--- src/rtl/cms_pkg.sv ---
// Shared constants and types for the processor module system control
package cms_pkg;
  // Clock rates
  localparam int unsigned SYS_HZ = 100_000_000; // System clock rate
  localparam int unsigned SRC_HZ = 20_000_000;  // Phase source rate
  localparam int unsigned SRC_DIV_I = SYS_HZ / SRC_HZ;
  localparam logic [2:0] SRC_DIV = 3'(SRC_DIV_I); // Cycles per source tick
  localparam logic [2:0] PRE_LAST = 3'(SRC_DIV_I - 1);

  // Phase counter preset and decode points (4-bit counter)
  localparam logic [3:0] CLK_PRESET = 4'h6; // Reload value
  localparam logic [3:0] CLK_LAST = 4'hf;   // Last count before reload
  localparam logic [3:0] P1_FIRST = 4'h6;   // Phase one active span
  localparam logic [3:0] P1_LAST = 4'h7;
  localparam logic [3:0] P2_FIRST = 4'h9;   // Phase two active span
  localparam logic [3:0] P2_LAST = 4'hd;
  localparam logic [3:0] EARLY_CNT = 4'hf;  // Advanced phase one count

  // Status byte, one flag per bit, msb first
  typedef struct packed {
    logic memr;  // Memory read cycle
    logic inp;   // Input cycle
    logic m1;    // Opcode fetch
    logic out;   // Output cycle
    logic hlta;  // Halt acknowledge
    logic stack; // Stack access
    logic wo_n;  // Write or output, active low
    logic irq_ack; // Interrupt acknowledge
  } cms_status_t;

  localparam cms_status_t STATUS_RST = 8'h00;

  // Decoded command group
  typedef struct packed {
    logic mem_rd;
    logic mem_wr;
    logic io_rd;
    logic io_wr;
    logic irq;
  } cms_cmd_t;

  localparam cms_cmd_t CMD_IDLE = 5'h00;

  // Machine cycle tracking
  typedef enum logic [1:0] {
    CYC_IDLE,   // No status seen since reset
    CYC_STATUS, // Status strobe in progress
    CYC_HELD    // Status held, commands allowed
  } cms_cyc_t;
endpackage : cms_pkg

--- src/rtl/cms_clkgen.sv ---
// Two-phase processor clock generator from a presettable counter
`timescale 1ns/1ps
module cms_clkgen
  import cms_pkg::*;
(
  // Clock and reset
  input wire logic sys_clk,
  input wire logic rst_n,
  // Phase outputs
  output logic phase1,
  output logic phase2,
  output logic early_phase_one
);
  logic [2:0] pre_q, pre_d;  // Source prescaler
  logic [3:0] cnt_q, cnt_d;  // Phase counter
  logic phase1_q, phase2_q, early_q;
  wire tick = (pre_q == PRE_LAST); // One source period elapsed

  // Inclusive span decode
  function automatic logic in_span(input logic [3:0] v,
                                   input logic [3:0] lo,
                                   input logic [3:0] hi);
    in_span = (v >= lo) && (v <= hi);
  endfunction : in_span

  // Prescaler models the source rate on the system clock
  assign pre_d = tick ? 3'h0 : 3'(pre_q + 3'h1);
  // Counter steps per source tick and reloads at the end
  assign cnt_d = !tick ? cnt_q :
                 (cnt_q == CLK_LAST) ? CLK_PRESET : 4'(cnt_q + 4'h1);

  // Counter registers
  always_ff @(posedge sys_clk) begin
    if (!rst_n) begin
      pre_q <= 3'h0;
      cnt_q <= CLK_PRESET;
    end else begin
      pre_q <= pre_d;
      cnt_q <= cnt_d;
    end
  end

  // Decoded phases registered so outputs are glitch free
  // Early phase one leads phase one by a source period
  always_ff @(posedge sys_clk) begin
    if (!rst_n) begin
      phase1_q <= 1'b0;
      phase2_q <= 1'b0;
      early_q <= 1'b0;
    end else begin
      phase1_q <= in_span(cnt_q, P1_FIRST, P1_LAST);
      phase2_q <= in_span(cnt_q, P2_FIRST, P2_LAST);
      early_q <= in_span(cnt_q, EARLY_CNT, EARLY_CNT);
    end
  end

  assign phase1 = phase1_q;
  assign phase2 = phase2_q;
  assign early_phase_one = early_q;

  // Counter reloads the preset after its last count
  property p_reload;
    @(posedge sys_clk) disable iff (!rst_n)
      (tick && cnt_q == CLK_LAST) |=> (cnt_q == CLK_PRESET);
  endproperty
  a_reload: assert property (p_reload)
    else $error("counter did not reload preset");

  // Phases never active together
  property p_no_overlap;
    @(posedge sys_clk) disable iff (!rst_n)
      !(phase1_q && phase2_q);
  endproperty
  a_no_overlap: assert property (p_no_overlap)
    else $error("clock phases overlap");

  // Early phase one is followed directly by phase one
  property p_early_lead;
    @(posedge sys_clk) disable iff (!rst_n)
      $fell(early_q) |-> phase1_q;
  endproperty
  a_early_lead: assert property (p_early_lead)
    else $error("early phase not ahead of phase one");
endmodule : cms_clkgen

--- src/rtl/cms_sysctl.sv ---
// Processor module system control: clocks, status latch, bus control
`timescale 1ns/1ps
// Function
// - Status, address, data, then repeat
// - Counter from 20 MHz source makes phases
// - Two clock phases never overlap
// - Decode advanced phase one for synchronisers
// - Strobe is cycle marker gated by early phase
// - Eight-bit latch captures status, then holds
// - Latch taps processor side before buffer
// - Status plus strobes give five commands
// - Buffer direction follows processor input strobe
// - Drive allow low floats the buffer
// - Eight-bit shared bus; unselected outputs float
// - Grant from latched status and input strobe
// - Ready low in T2 inserts wait states
module cms_sysctl
  import cms_pkg::*;
(
  // Clock and reset
  input wire logic sys_clk,
  input wire logic rst_n,
  // Processor control inputs
  input wire logic cpu_sync,
  input wire logic cpu_input_strobe,
  input wire logic cpu_write_n,
  // Processor data lines
  input wire logic [7:0] cpu_data_in,
  output logic [7:0] cpu_data_out,
  output logic cpu_data_oe,
  // External requests and their synchronised copies
  input wire logic ready_in,
  input wire logic hold_in,
  output logic cpu_ready,
  output logic cpu_hold,
  // Processor clock phases
  output logic phase1,
  output logic phase2,
  output logic early_phase_one,
  // System data bus
  input wire logic buffer_drive_allow,
  input wire logic [7:0] sys_data_in,
  output logic [7:0] sys_data_out,
  output logic sys_data_oe,
  // Control bus
  output logic mem_read,
  output logic mem_write,
  output logic io_read,
  output logic io_write,
  output logic irq_grant,
  output logic status_latch_strobe_n,
  output logic [7:0] status
);

  // Clock generator outputs
  logic ph1_w; // Phase one
  logic ph2_w; // Phase two
  logic early_w; // Advanced phase one

  // Status latch and strobe
  cms_status_t status_q, status_d; // Latched status byte
  logic strobe_q; // Strobe active, active high internally
  logic early_prev_q; // Previous early phase, for edge detect

  // Cycle tracking
  cms_cyc_t cyc_q, cyc_d;

  // Commands
  cms_cmd_t cmd_q, cmd_d;

  // Synchronised requests
  logic ready_q, hold_q;

  // Buffer path registers
  logic [7:0] cpu_dout_q, sys_dout_q;
  logic cpu_oe_q, sys_oe_q;

  // Phase generation lives in its own module
  cms_clkgen cms_clkgen_i (
    .sys_clk(sys_clk),
    .rst_n(rst_n),
    .phase1(ph1_w),
    .phase2(ph2_w),
    .early_phase_one(early_w)
  );

  // Strobe wants the cycle marker and early phase together
  wire strobe_now = cpu_sync && early_w;
  // Rising edge of early phase samples external requests
  wire early_rise = early_w && !early_prev_q;

  // Latch is transparent during strobe, holds otherwise
  // Taps processor-side data so buffer release cannot upset it
  assign status_d = strobe_q ? cms_status_t'(cpu_data_in) : status_q;

  // Cycle state: no command until a status has been latched
  always_comb begin
    cyc_d = cyc_q;
    case (cyc_q)
      // Wait for the first status strobe after reset
      CYC_IDLE: begin
        if (strobe_q) begin
          cyc_d = CYC_STATUS;
        end
      end
      // Strobe in progress; commands held off
      CYC_STATUS: begin
        if (!strobe_q) begin
          cyc_d = CYC_HELD;
        end
      end
      // Status stable; a new strobe starts the next cycle
      CYC_HELD: begin
        if (strobe_q) begin
          cyc_d = CYC_STATUS;
        end
      end
      default: begin
        cyc_d = CYC_IDLE;
      end
    endcase
  end

  // Commands allowed only while a status is held
  wire cmd_ok = (cyc_q == CYC_HELD);
  // Write strobe from the processor, active high
  wire wr_act = !cpu_write_n;

  // Command decode from latched status and strobes
  assign cmd_d.mem_rd = cmd_ok && status_q.memr && cpu_input_strobe;
  assign cmd_d.io_rd = cmd_ok && status_q.inp && cpu_input_strobe;
  assign cmd_d.mem_wr = cmd_ok && wr_act && !status_q.out;
  assign cmd_d.io_wr = cmd_ok && wr_act && status_q.out;
  // Grant enables the restart port onto the bus
  assign cmd_d.irq = cmd_ok && status_q.irq_ack && cpu_input_strobe;

  // Buffer direction from the input strobe
  // Drive allow low floats both sides for DMA
  wire cpu_oe_d = buffer_drive_allow && cpu_input_strobe;
  wire sys_oe_d = buffer_drive_allow && !cpu_input_strobe;

  // Strobe and latch registers
  always_ff @(posedge sys_clk) begin
    if (!rst_n) begin
      strobe_q <= 1'b0;
      early_prev_q <= 1'b0;
      status_q <= STATUS_RST;
    end else begin
      strobe_q <= strobe_now;
      early_prev_q <= early_w;
      status_q <= status_d;
    end
  end

  // Cycle state register
  always_ff @(posedge sys_clk) begin
    if (!rst_n) begin
      cyc_q <= CYC_IDLE;
    end else begin
      cyc_q <= cyc_d;
    end
  end

  // Command register; a wait state simply keeps the command up
  always_ff @(posedge sys_clk) begin
    if (!rst_n) begin
      cmd_q <= CMD_IDLE;
    end else begin
      cmd_q <= cmd_d;
    end
  end

  // Requests sampled on early phase edge, as a D flip-flop would
  // Ready held low makes the processor stretch T2
  always_ff @(posedge sys_clk) begin
    if (!rst_n) begin
      ready_q <= 1'b0;
      hold_q <= 1'b0;
    end else if (early_rise) begin
      ready_q <= ready_in;
      hold_q <= hold_in;
    end
  end

  // Buffer data and enables; one cycle latency both ways
  always_ff @(posedge sys_clk) begin
    if (!rst_n) begin
      cpu_dout_q <= 8'h00;
      sys_dout_q <= 8'h00;
      cpu_oe_q <= 1'b0;
      sys_oe_q <= 1'b0;
    end else begin
      cpu_dout_q <= sys_data_in;
      sys_dout_q <= cpu_data_in;
      cpu_oe_q <= cpu_oe_d;
      sys_oe_q <= sys_oe_d;
    end
  end

  // Output connections, all from flip-flops
  assign phase1 = ph1_w;
  assign phase2 = ph2_w;
  assign early_phase_one = early_w;
  assign status_latch_strobe_n = !strobe_q;
  assign status = status_q;
  assign mem_read = cmd_q.mem_rd;
  assign mem_write = cmd_q.mem_wr;
  assign io_read = cmd_q.io_rd;
  assign io_write = cmd_q.io_wr;
  assign irq_grant = cmd_q.irq;
  assign cpu_ready = ready_q;
  assign cpu_hold = hold_q;
  assign cpu_data_out = cpu_dout_q;
  assign cpu_data_oe = cpu_oe_q;
  assign sys_data_out = sys_dout_q;
  assign sys_data_oe = sys_oe_q;

  // Any command on the control bus
  wire any_cmd = cmd_q.mem_rd || cmd_q.mem_wr || cmd_q.io_rd ||
                 cmd_q.io_wr || cmd_q.irq;

  // Commands only after status was latched
  property p_order;
    @(posedge sys_clk) disable iff (!rst_n)
      any_cmd |-> $past(cyc_q) == CYC_HELD;
  endproperty
  a_order: assert property (p_order)
    else $error("command before status latched");

  // Strobe only from marker and early phase
  property p_strobe;
    @(posedge sys_clk) disable iff (!rst_n)
      !status_latch_strobe_n |-> $past(cpu_sync && early_w);
  endproperty
  a_strobe: assert property (p_strobe)
    else $error("strobe without marker and early phase");

  // Latch takes the data seen during strobe
  property p_capture;
    @(posedge sys_clk) disable iff (!rst_n)
      strobe_q |=> status_q == $past(cpu_data_in);
  endproperty
  a_capture: assert property (p_capture)
    else $error("status not captured");

  // Latch holds outside strobe, even when the buffer is released
  property p_hold;
    @(posedge sys_clk) disable iff (!rst_n)
      !strobe_q |=> $stable(status_q);
  endproperty
  a_hold: assert property (p_hold)
    else $error("status changed outside strobe");

  // Read commands require the input strobe a cycle earlier
  property p_read_cmd;
    @(posedge sys_clk) disable iff (!rst_n)
      (cmd_q.mem_rd || cmd_q.io_rd) |-> $past(cpu_input_strobe);
  endproperty
  a_read_cmd: assert property (p_read_cmd)
    else $error("read command without input strobe");

  // Write commands split on the output status bit
  property p_write_cmd;
    @(posedge sys_clk) disable iff (!rst_n)
      cmd_q.io_wr |-> !cmd_q.mem_wr && $past(status_q.out && wr_act);
  endproperty
  a_write_cmd: assert property (p_write_cmd)
    else $error("bad write command decode");

  // Buffer never drives both ways
  property p_direction;
    @(posedge sys_clk) disable iff (!rst_n)
      cpu_oe_q |-> !sys_oe_q && $past(cpu_input_strobe);
  endproperty
  a_direction: assert property (p_direction)
    else $error("buffer direction wrong");

  // System side drives only with allow and no input strobe
  property p_sys_dir;
    @(posedge sys_clk) disable iff (!rst_n)
      sys_oe_q |-> !cpu_oe_q &&
        $past(buffer_drive_allow && !cpu_input_strobe);
  endproperty
  a_sys_dir: assert property (p_sys_dir)
    else $error("system side driven without allow");

  // Drive allow low floats the buffer next cycle
  property p_release;
    @(posedge sys_clk) disable iff (!rst_n)
      !buffer_drive_allow |=> !cpu_oe_q && !sys_oe_q;
  endproperty
  a_release: assert property (p_release)
    else $error("buffer driven without allow");

  // Grant comes from interrupt status and input strobe
  property p_grant;
    @(posedge sys_clk) disable iff (!rst_n)
      cmd_q.irq |-> $past(status_q.irq_ack && cpu_input_strobe);
  endproperty
  a_grant: assert property (p_grant)
    else $error("grant without interrupt status");

  // Ready copy changes only on an early phase edge
  property p_ready;
    @(posedge sys_clk) disable iff (!rst_n)
      !$stable(ready_q) |-> $past(early_rise);
  endproperty
  a_ready: assert property (p_ready)
    else $error("ready sampled off early phase");
endmodule : cms_sysctl
--- config.mk ---
export PLATFORM = sky130hd
export DESIGN_NAME = cms_sysctl
export DESIGN_NICKNAME = d
export VERILOG_FILES = /design/src/rtl/cms_pkg.sv /design/src/rtl/cms_clkgen.sv /design/src/rtl/cms_sysctl.sv
export SDC_FILE = /design/constraint.sdc
export NUM_CORES = 1
export LEC_CHECK = 0
export BUFFER_PORTS_ARGS = -buffer_cell sky130_fd_sc_hd__buf_2
export CAP_MARGIN = 20
export CORE_ASPECT_RATIO = 1.5
export CORE_MARGIN = 5
export CORE_UTILIZATION = 31
export CTS_CLUSTER_DIAMETER = 100
export DETAILED_ROUTE_END_ITERATION = 8
export SYNTH_ARGS = -nofsm -noshare
export SYNTH_HDL_FRONTEND = slang
export SYNTH_HIERARCHICAL = 1
export SYNTH_SLANG_ARGS = --single-unit
export TNS_END_PERCENT = 10
--- constraint.sdc ---
create_clock -name sys_clk -period 1.55 [get_ports sys_clk]
set_clock_uncertainty 0.05 [all_clocks]
set_input_delay 0.2325 -clock sys_clk [delete_from_list [all_inputs] [get_ports sys_clk]]
set_output_delay 0.2325 -clock sys_clk [all_outputs]
set_load 0.01 [all_outputs]
======== Word level (Yosys, flattened, before mapping) ========
Cells that the tools add are included.
Widths: inputs -> output; s select.
word-level totals
  register bits ........................... 47
  latch bits .............................. 0
  bits in writable memories ............... 0
  memory bits (read-only) ................. 0
  bits of input ports ..................... 24
  logic and storage cells ................. 71
  memories ................................ 0
operators by class
  add/sub/neg operators ................... 2
  multipliers ............................. 0
  div/mod/pow operators ................... 0
  $lt $le $gt $ge ......................... 6
  equal/unequal tests ..................... 6
  shift-type cells ........................ 0
  muxes and demuxes ....................... 4
  bitwise logic cells ..................... 1
  reduce and logical (&&, ||, !) cells .... 25
operators by type and width
  cell                 number
  $logic_and 1x1->1    16
  $ge 4x4->1 const B   2
  $le 4x4->1 const B   2
  $logic_not 1->1      5
  $add 4x1->4 const B  1
  $eq 4x4->1 const B   1
  $ge 4x3->1 const B   1
  $le 4x3->1 const B   1
  $mux 2               2
  $mux 4               1
  $pmux 2 s2           1
  $reduce_or 2->1      2
  $add 3x1->3 const B  1
  $eq 3x3->1 const B   1
  $eq 2x1->1 const B   1
  $eq 2x2->1 const B   1
  $logic_not 2->1      1
  $ne 2x1->1 const B   1
  $ne 2x2->1 const B   1
  $reduce_and 2->1     1
  $not 1->1            1

======== Depth between registers and ports, before layout ========
  depth after elaboration ................. 4
  gate-level depth with buffers ........... 5
  depth with buffers taken out ............ 5

======== Modules after synthesis ========
The synthesis kept the hierarchy.
modules (own cells, without submodules)
  module      times used  cells an instance  area each (sq um)  sequential area each (sq um)
  cms_sysctl  1           97                 1168.6             740.7
  cms_clkgen  1           49                 456.7              200.2

======== Worst setup path before layout ========
No wires, ideal clock.
  path kind ............................... register to register
  start ................................... reg cms_clkgen_i.pre_q[0]
  end ..................................... reg cms_clkgen_i.cnt_q[3]
  arrival ................................. 1121 ps
  data required time ...................... 1426 ps
  path slack .............................. 305 ps
  stages on the path, launching flop included .. 6
  clock period less this slack ............ 1245 ps
  cell sequence ........................... dfxtp_1 -> inv_1 -> ha_1 -> nand2_2 -> or3_1 -> a31oi_1
between the ends
  longest elaborated chain between the ends .. 1
ends and longest elaborated chain
  item                      line              text
  start: declaration        cms_clkgen.sv:14  logic [2:0] pre_q, pre_d;
  start signal: assignment  cms_clkgen.sv:38  pre_q <= pre_d;
  $eq 3x3->1                cms_clkgen.sv:17  wire tick = (pre_q == PRE_LAST);
  end signal: assignment    cms_clkgen.sv:39  cnt_q <= cnt_d;
  end: declaration          cms_clkgen.sv:15  logic [3:0] cnt_q, cnt_d;
No other way between the ends.
A chain may end at the register's enable or synchronous reset.

======== Final worst setup path ========
  start ................................... reg cms_clkgen_i.cnt_q[0]
  end ..................................... reg cms_clkgen_i.cnt_q[0]
between the ends
  longest elaborated chain between the ends .. 2
ends and longest elaborated chain
  item                                              line              text
  $add 4x1->4 / $eq 4x4->1 (equally long branches)  cms_clkgen.sv:30  (cnt_q == CLK_LAST) ? CLK_PRESET : 4'(cnt_q + 4'h1);
  $mux 4 *                                          cms_clkgen.sv:30
Every way passes the cells marked *; elsewhere a longest branch is shown, timed or not.

==> impl_metrics.py <==
metrics = {
    "run_status": {
        "outcome": "complete, no violations",
    },
    "logic_synthesis": {
        "syn_nets": 176,
        "synth_cell_types": 31,
        "avgSynthCellArea_sq_um": 11.1,
        "yosys.area.top_type": "dfxtp_1",
        "yosys_warnings": 6,
        "synth_seq_cells": 47,
        "syn_inst": 146,
        "mappedNetlistArea_sq_um": 1630,
        "seq_area_frac_synth_pct": 57.9,
        "synth_area_leaders": "dfxtp_1 (58%), mux2i_1 (6.2%), and2_1 (5.0%), ha_1 (4.6%), nor2b_1 (3.8%)",
        "yosysTopAreaCellShare_pct": 57.9,
    },
    "sta": {
        "worstMarginPinSlew_ns": 0.299,
        "timing.slew.headroom_pct": 80.0,
        "setup_viol": 0,
        "layout_min_cycle_time_ns": 1.37,
        "fmax_ghz": 0.728,
        "setup_tns_ns": 0,
        "period_share_pct": 88.6,
        "hold_violations": 0,
        "setup_ws_ns": 0.177,
        "rsz0062_at_grt": "false",
        "drv_slew": 0,
    },
    "floorplan": {
        "die_h_um": 98.7,
        "pin_count": 61,
        "fp.dieW_um": 69.1,
        "dieArea_sq_um": 6820,
        "core_sq_um": 5120,
        "initial_core_util_pct": 31.7,
        "row_count": 32,
    },
    "power_and_ir_drop": {
        "peakVddDrop_uv": 640,
        "power_frac_seq_pct": 54.3,
        "swShare_pct": 20.6,
        "combPwrFrac_pct": 6.5,
        "p_switching_w": 0.000479,
        "leakagePower_nw": 1.02,
        "power_density_nw_per_um2": 1100,
        "p_int_w": 0.00184,
        "clkPwrFrac_pct": 39.2,
    },
    "setup_path": {
        "path_cells": "ha_1 > and3_1 > or3_1 > a21oi_1",
        "cp_max_fo": 6,
        "crit_type": "reg2reg",
        "critPathBufInv": 0,
        "crit_family": "simple AND/OR/NAND/NOR gates",
        "cp.required_ns": 1.72,
        "cp-start-kind": "register",
        "crit_path_max_incr_delay_ns": 0.37,
        "worstPathArrival_ns": 1.55,
        "cp_slowest_cell": "dfxtp_1",
        "cp-end-kind": "register",
    },
    "drt": {
        "via_per_inst": 4.14,
        "vias": 1163,
        "dr.first_iter.drc_count": 26,
        "wl_um": 3350,
        "drtPass1Iterations": 4,
        "wl_per_cell_um": 11.9,
        "antenna_left": 0,
        "route.detailed.drc": 0,
    },
    "placed_design": {
        "gp_congestion": 0.801,
        "pre_cts_slack_ns": 0.192,
        "place_area_sq_um": 2000,
        "dp_cells": 273,
        "io_buffers": 60,
        "hpwlAfterDp_um": 2610,
    },
    "cells_and_area": {
        "final_nets": 242,
        "antenna_cells": 0,
        "stdcell_count": 281,
        "area_growth_pct": 30.3,
        "final_layout_size_suffix_gt1_share_pct": 40.4,
        "postLayoutCellArea_sq_um": 2120,
        "layout_commonest_cell": "buf_2",
        "nFillCells": 541,
        "layout_common_cells": "buf_2 (60), dfxtp_1 (47), and2_1 (13)",
    },
    "cts": {
        "postCtsSetupBuffers": 0,
        "clk_pin_slew_ns": 0.08,
        "cts_root_buf": "clkbuf_8",
        "postCtsResizedCells": 0,
        "clockBufferDepth": 2,
        "clk_latency_ns": 0.29,
        "numCtsBuffers": 5,
        "cts.hold.buffers_added": 0,
        "cts_max_level": 2,
        "cts_tree": "built",
        "cts.sinks": 47,
    },
    "grt": {
        "grt_pass1_wl_um": 5750,
        "grt.overflow.total": 0,
        "grt_usage_pct": 10.6,
        "antenna_found_initial": 0,
        "grt_max_degree": 20,
        "grt_pass1_vias": 1243,
    },
    "job": {
        "maxCapViolCount": 0,
    },
    "hold_path": {
        "hold_class": "in2reg",
    },
}
[power by group through the flow]
| stage | clock [W] | combinational, W | sequential (W) |
|---|---|---|---|
| after floorplan | 0 | 0.0000633 | 0.00130 |
| after global placement | 0 | 0.000152 | 0.00129 |
| after detailed placement | 0 | 0.000155 | 0.00129 |
| after CTS | 0.000945 | 0.000156 | 0.00126 |
| after global routing | 0.00100 | 0.000173 | 0.00127 |
| final | 0.000910 | 0.000152 | 0.00126 |
[metal layers]
layer | global-route usage (%) | routed length (um) | share of wire, %
met2 | 20.0 | 1860 | 55
met1 | 10.7 | 1290 | 38
met4 | 4.06 | 42 | 1.3
met5 | 0 | 0 | 0
met3 | 3.37 | 166 | 5.0
[logic make-up (layout without fill, tap and decap cells)]
| family | after synthesis | count (layout) | share of synthesized area [%] |
|---|---|---|---|
| flops | 47 | 47 | 57.9 |
| compound gates | 9 | 9 | 3.31 |
| simple gates | 61 | 61 | 23.3 |
| fa+ha+maj | 6 | 6 | 4.62 |
| mux | 10 | 10 | 6.16 |
| xor+xnor | 2 | 2 | 1.08 |
| buf+inv | 11 | 78 | 3.62 |
[cells in the mapped netlist]
| library cell | instances |
|---|---|
| nor2_1 | 3 |
| nor4b_1 | 1 |
| nand2b_1 | 1 |
| or3_1 | 2 |
| nor3_1 | 1 |
| o21ai_0 | 2 |
| nand3_1 | 2 |
| o211a_1 | 1 |
| o211ai_1 | 1 |
| nor3b_1 | 1 |
| clkbuf_2 | 2 |
| buf_4 | 1 |
| dfxtp_1 | 47 |
| buf_8 | 1 |
| and3_2 | 5 |
| nand2_2 | 1 |
| and2_2 | 8 |
| inv_1 | 7 |
| and4bb_2 | 1 |
| and3_1 | 1 |
| nor2b_1 | 10 |
| xor2_1 | 1 |
| nand2_1 | 9 |
| and2_1 | 13 |
| ha_1 | 6 |
| and4b_1 | 1 |
| a21oi_1 | 4 |
| a31oi_1 | 1 |
| xnor2_1 | 1 |
| mux2i_1 | 10 |
| nand3b_1 | 1 |
[area by class of cell]
cell class                      instances  area [sq um]  area share, %
Inverter                                7          26.3           1.24
Clock inverter                          2          35.0           1.65
Timing Repair Buffer                   63           323           15.2
Tap cell                               68          85.1           4.02
Multi-Input combinational cell         88           626           29.5
Sequential cell                        47           941           44.4
Clock buffer                            6          82.6           3.90
[state kept, by name, summed over array words and instances (netlist names), 2 cells and up]
register	cells
cms_clkgen_i/cnt_q	4
cpu_data_out	8
cyc_q	2
sys_data_out	8
status	8
cms_clkgen_i/pre_q	3
[through the flow]
step	hold WS [ns]	util (%)	power [W]
2_1_floorplan	0.254	-	0.00136
3_3_place_gp	0.367	39.0	0.00144
3_5_place_dp	0.371	39.0	0.00144
4_1_cts	0.0506	41.3	0.00236
5_1_grt	0.0451	41.3	0.00244
6_report	0.0607	41.3	0.00232
[worst paths after layout]
kind | end | depth (start not counted) | slack [ns] | from
setup reg to reg | cms_clkgen_i/cnt_q[0] | 4 | 0.18 | cms_clkgen_i/cnt_q[0]
setup / recovery | cms_clkgen_i/cnt_q[0] | 4 | 0.18 | cms_clkgen_i/cnt_q[0]
hold / removal | mem_write | 2 | 0.06 | cpu_write_n
hold reg to reg | cpu_hold | 2 | 0.41 | cpu_hold
(Power assumes the default switching activity.)
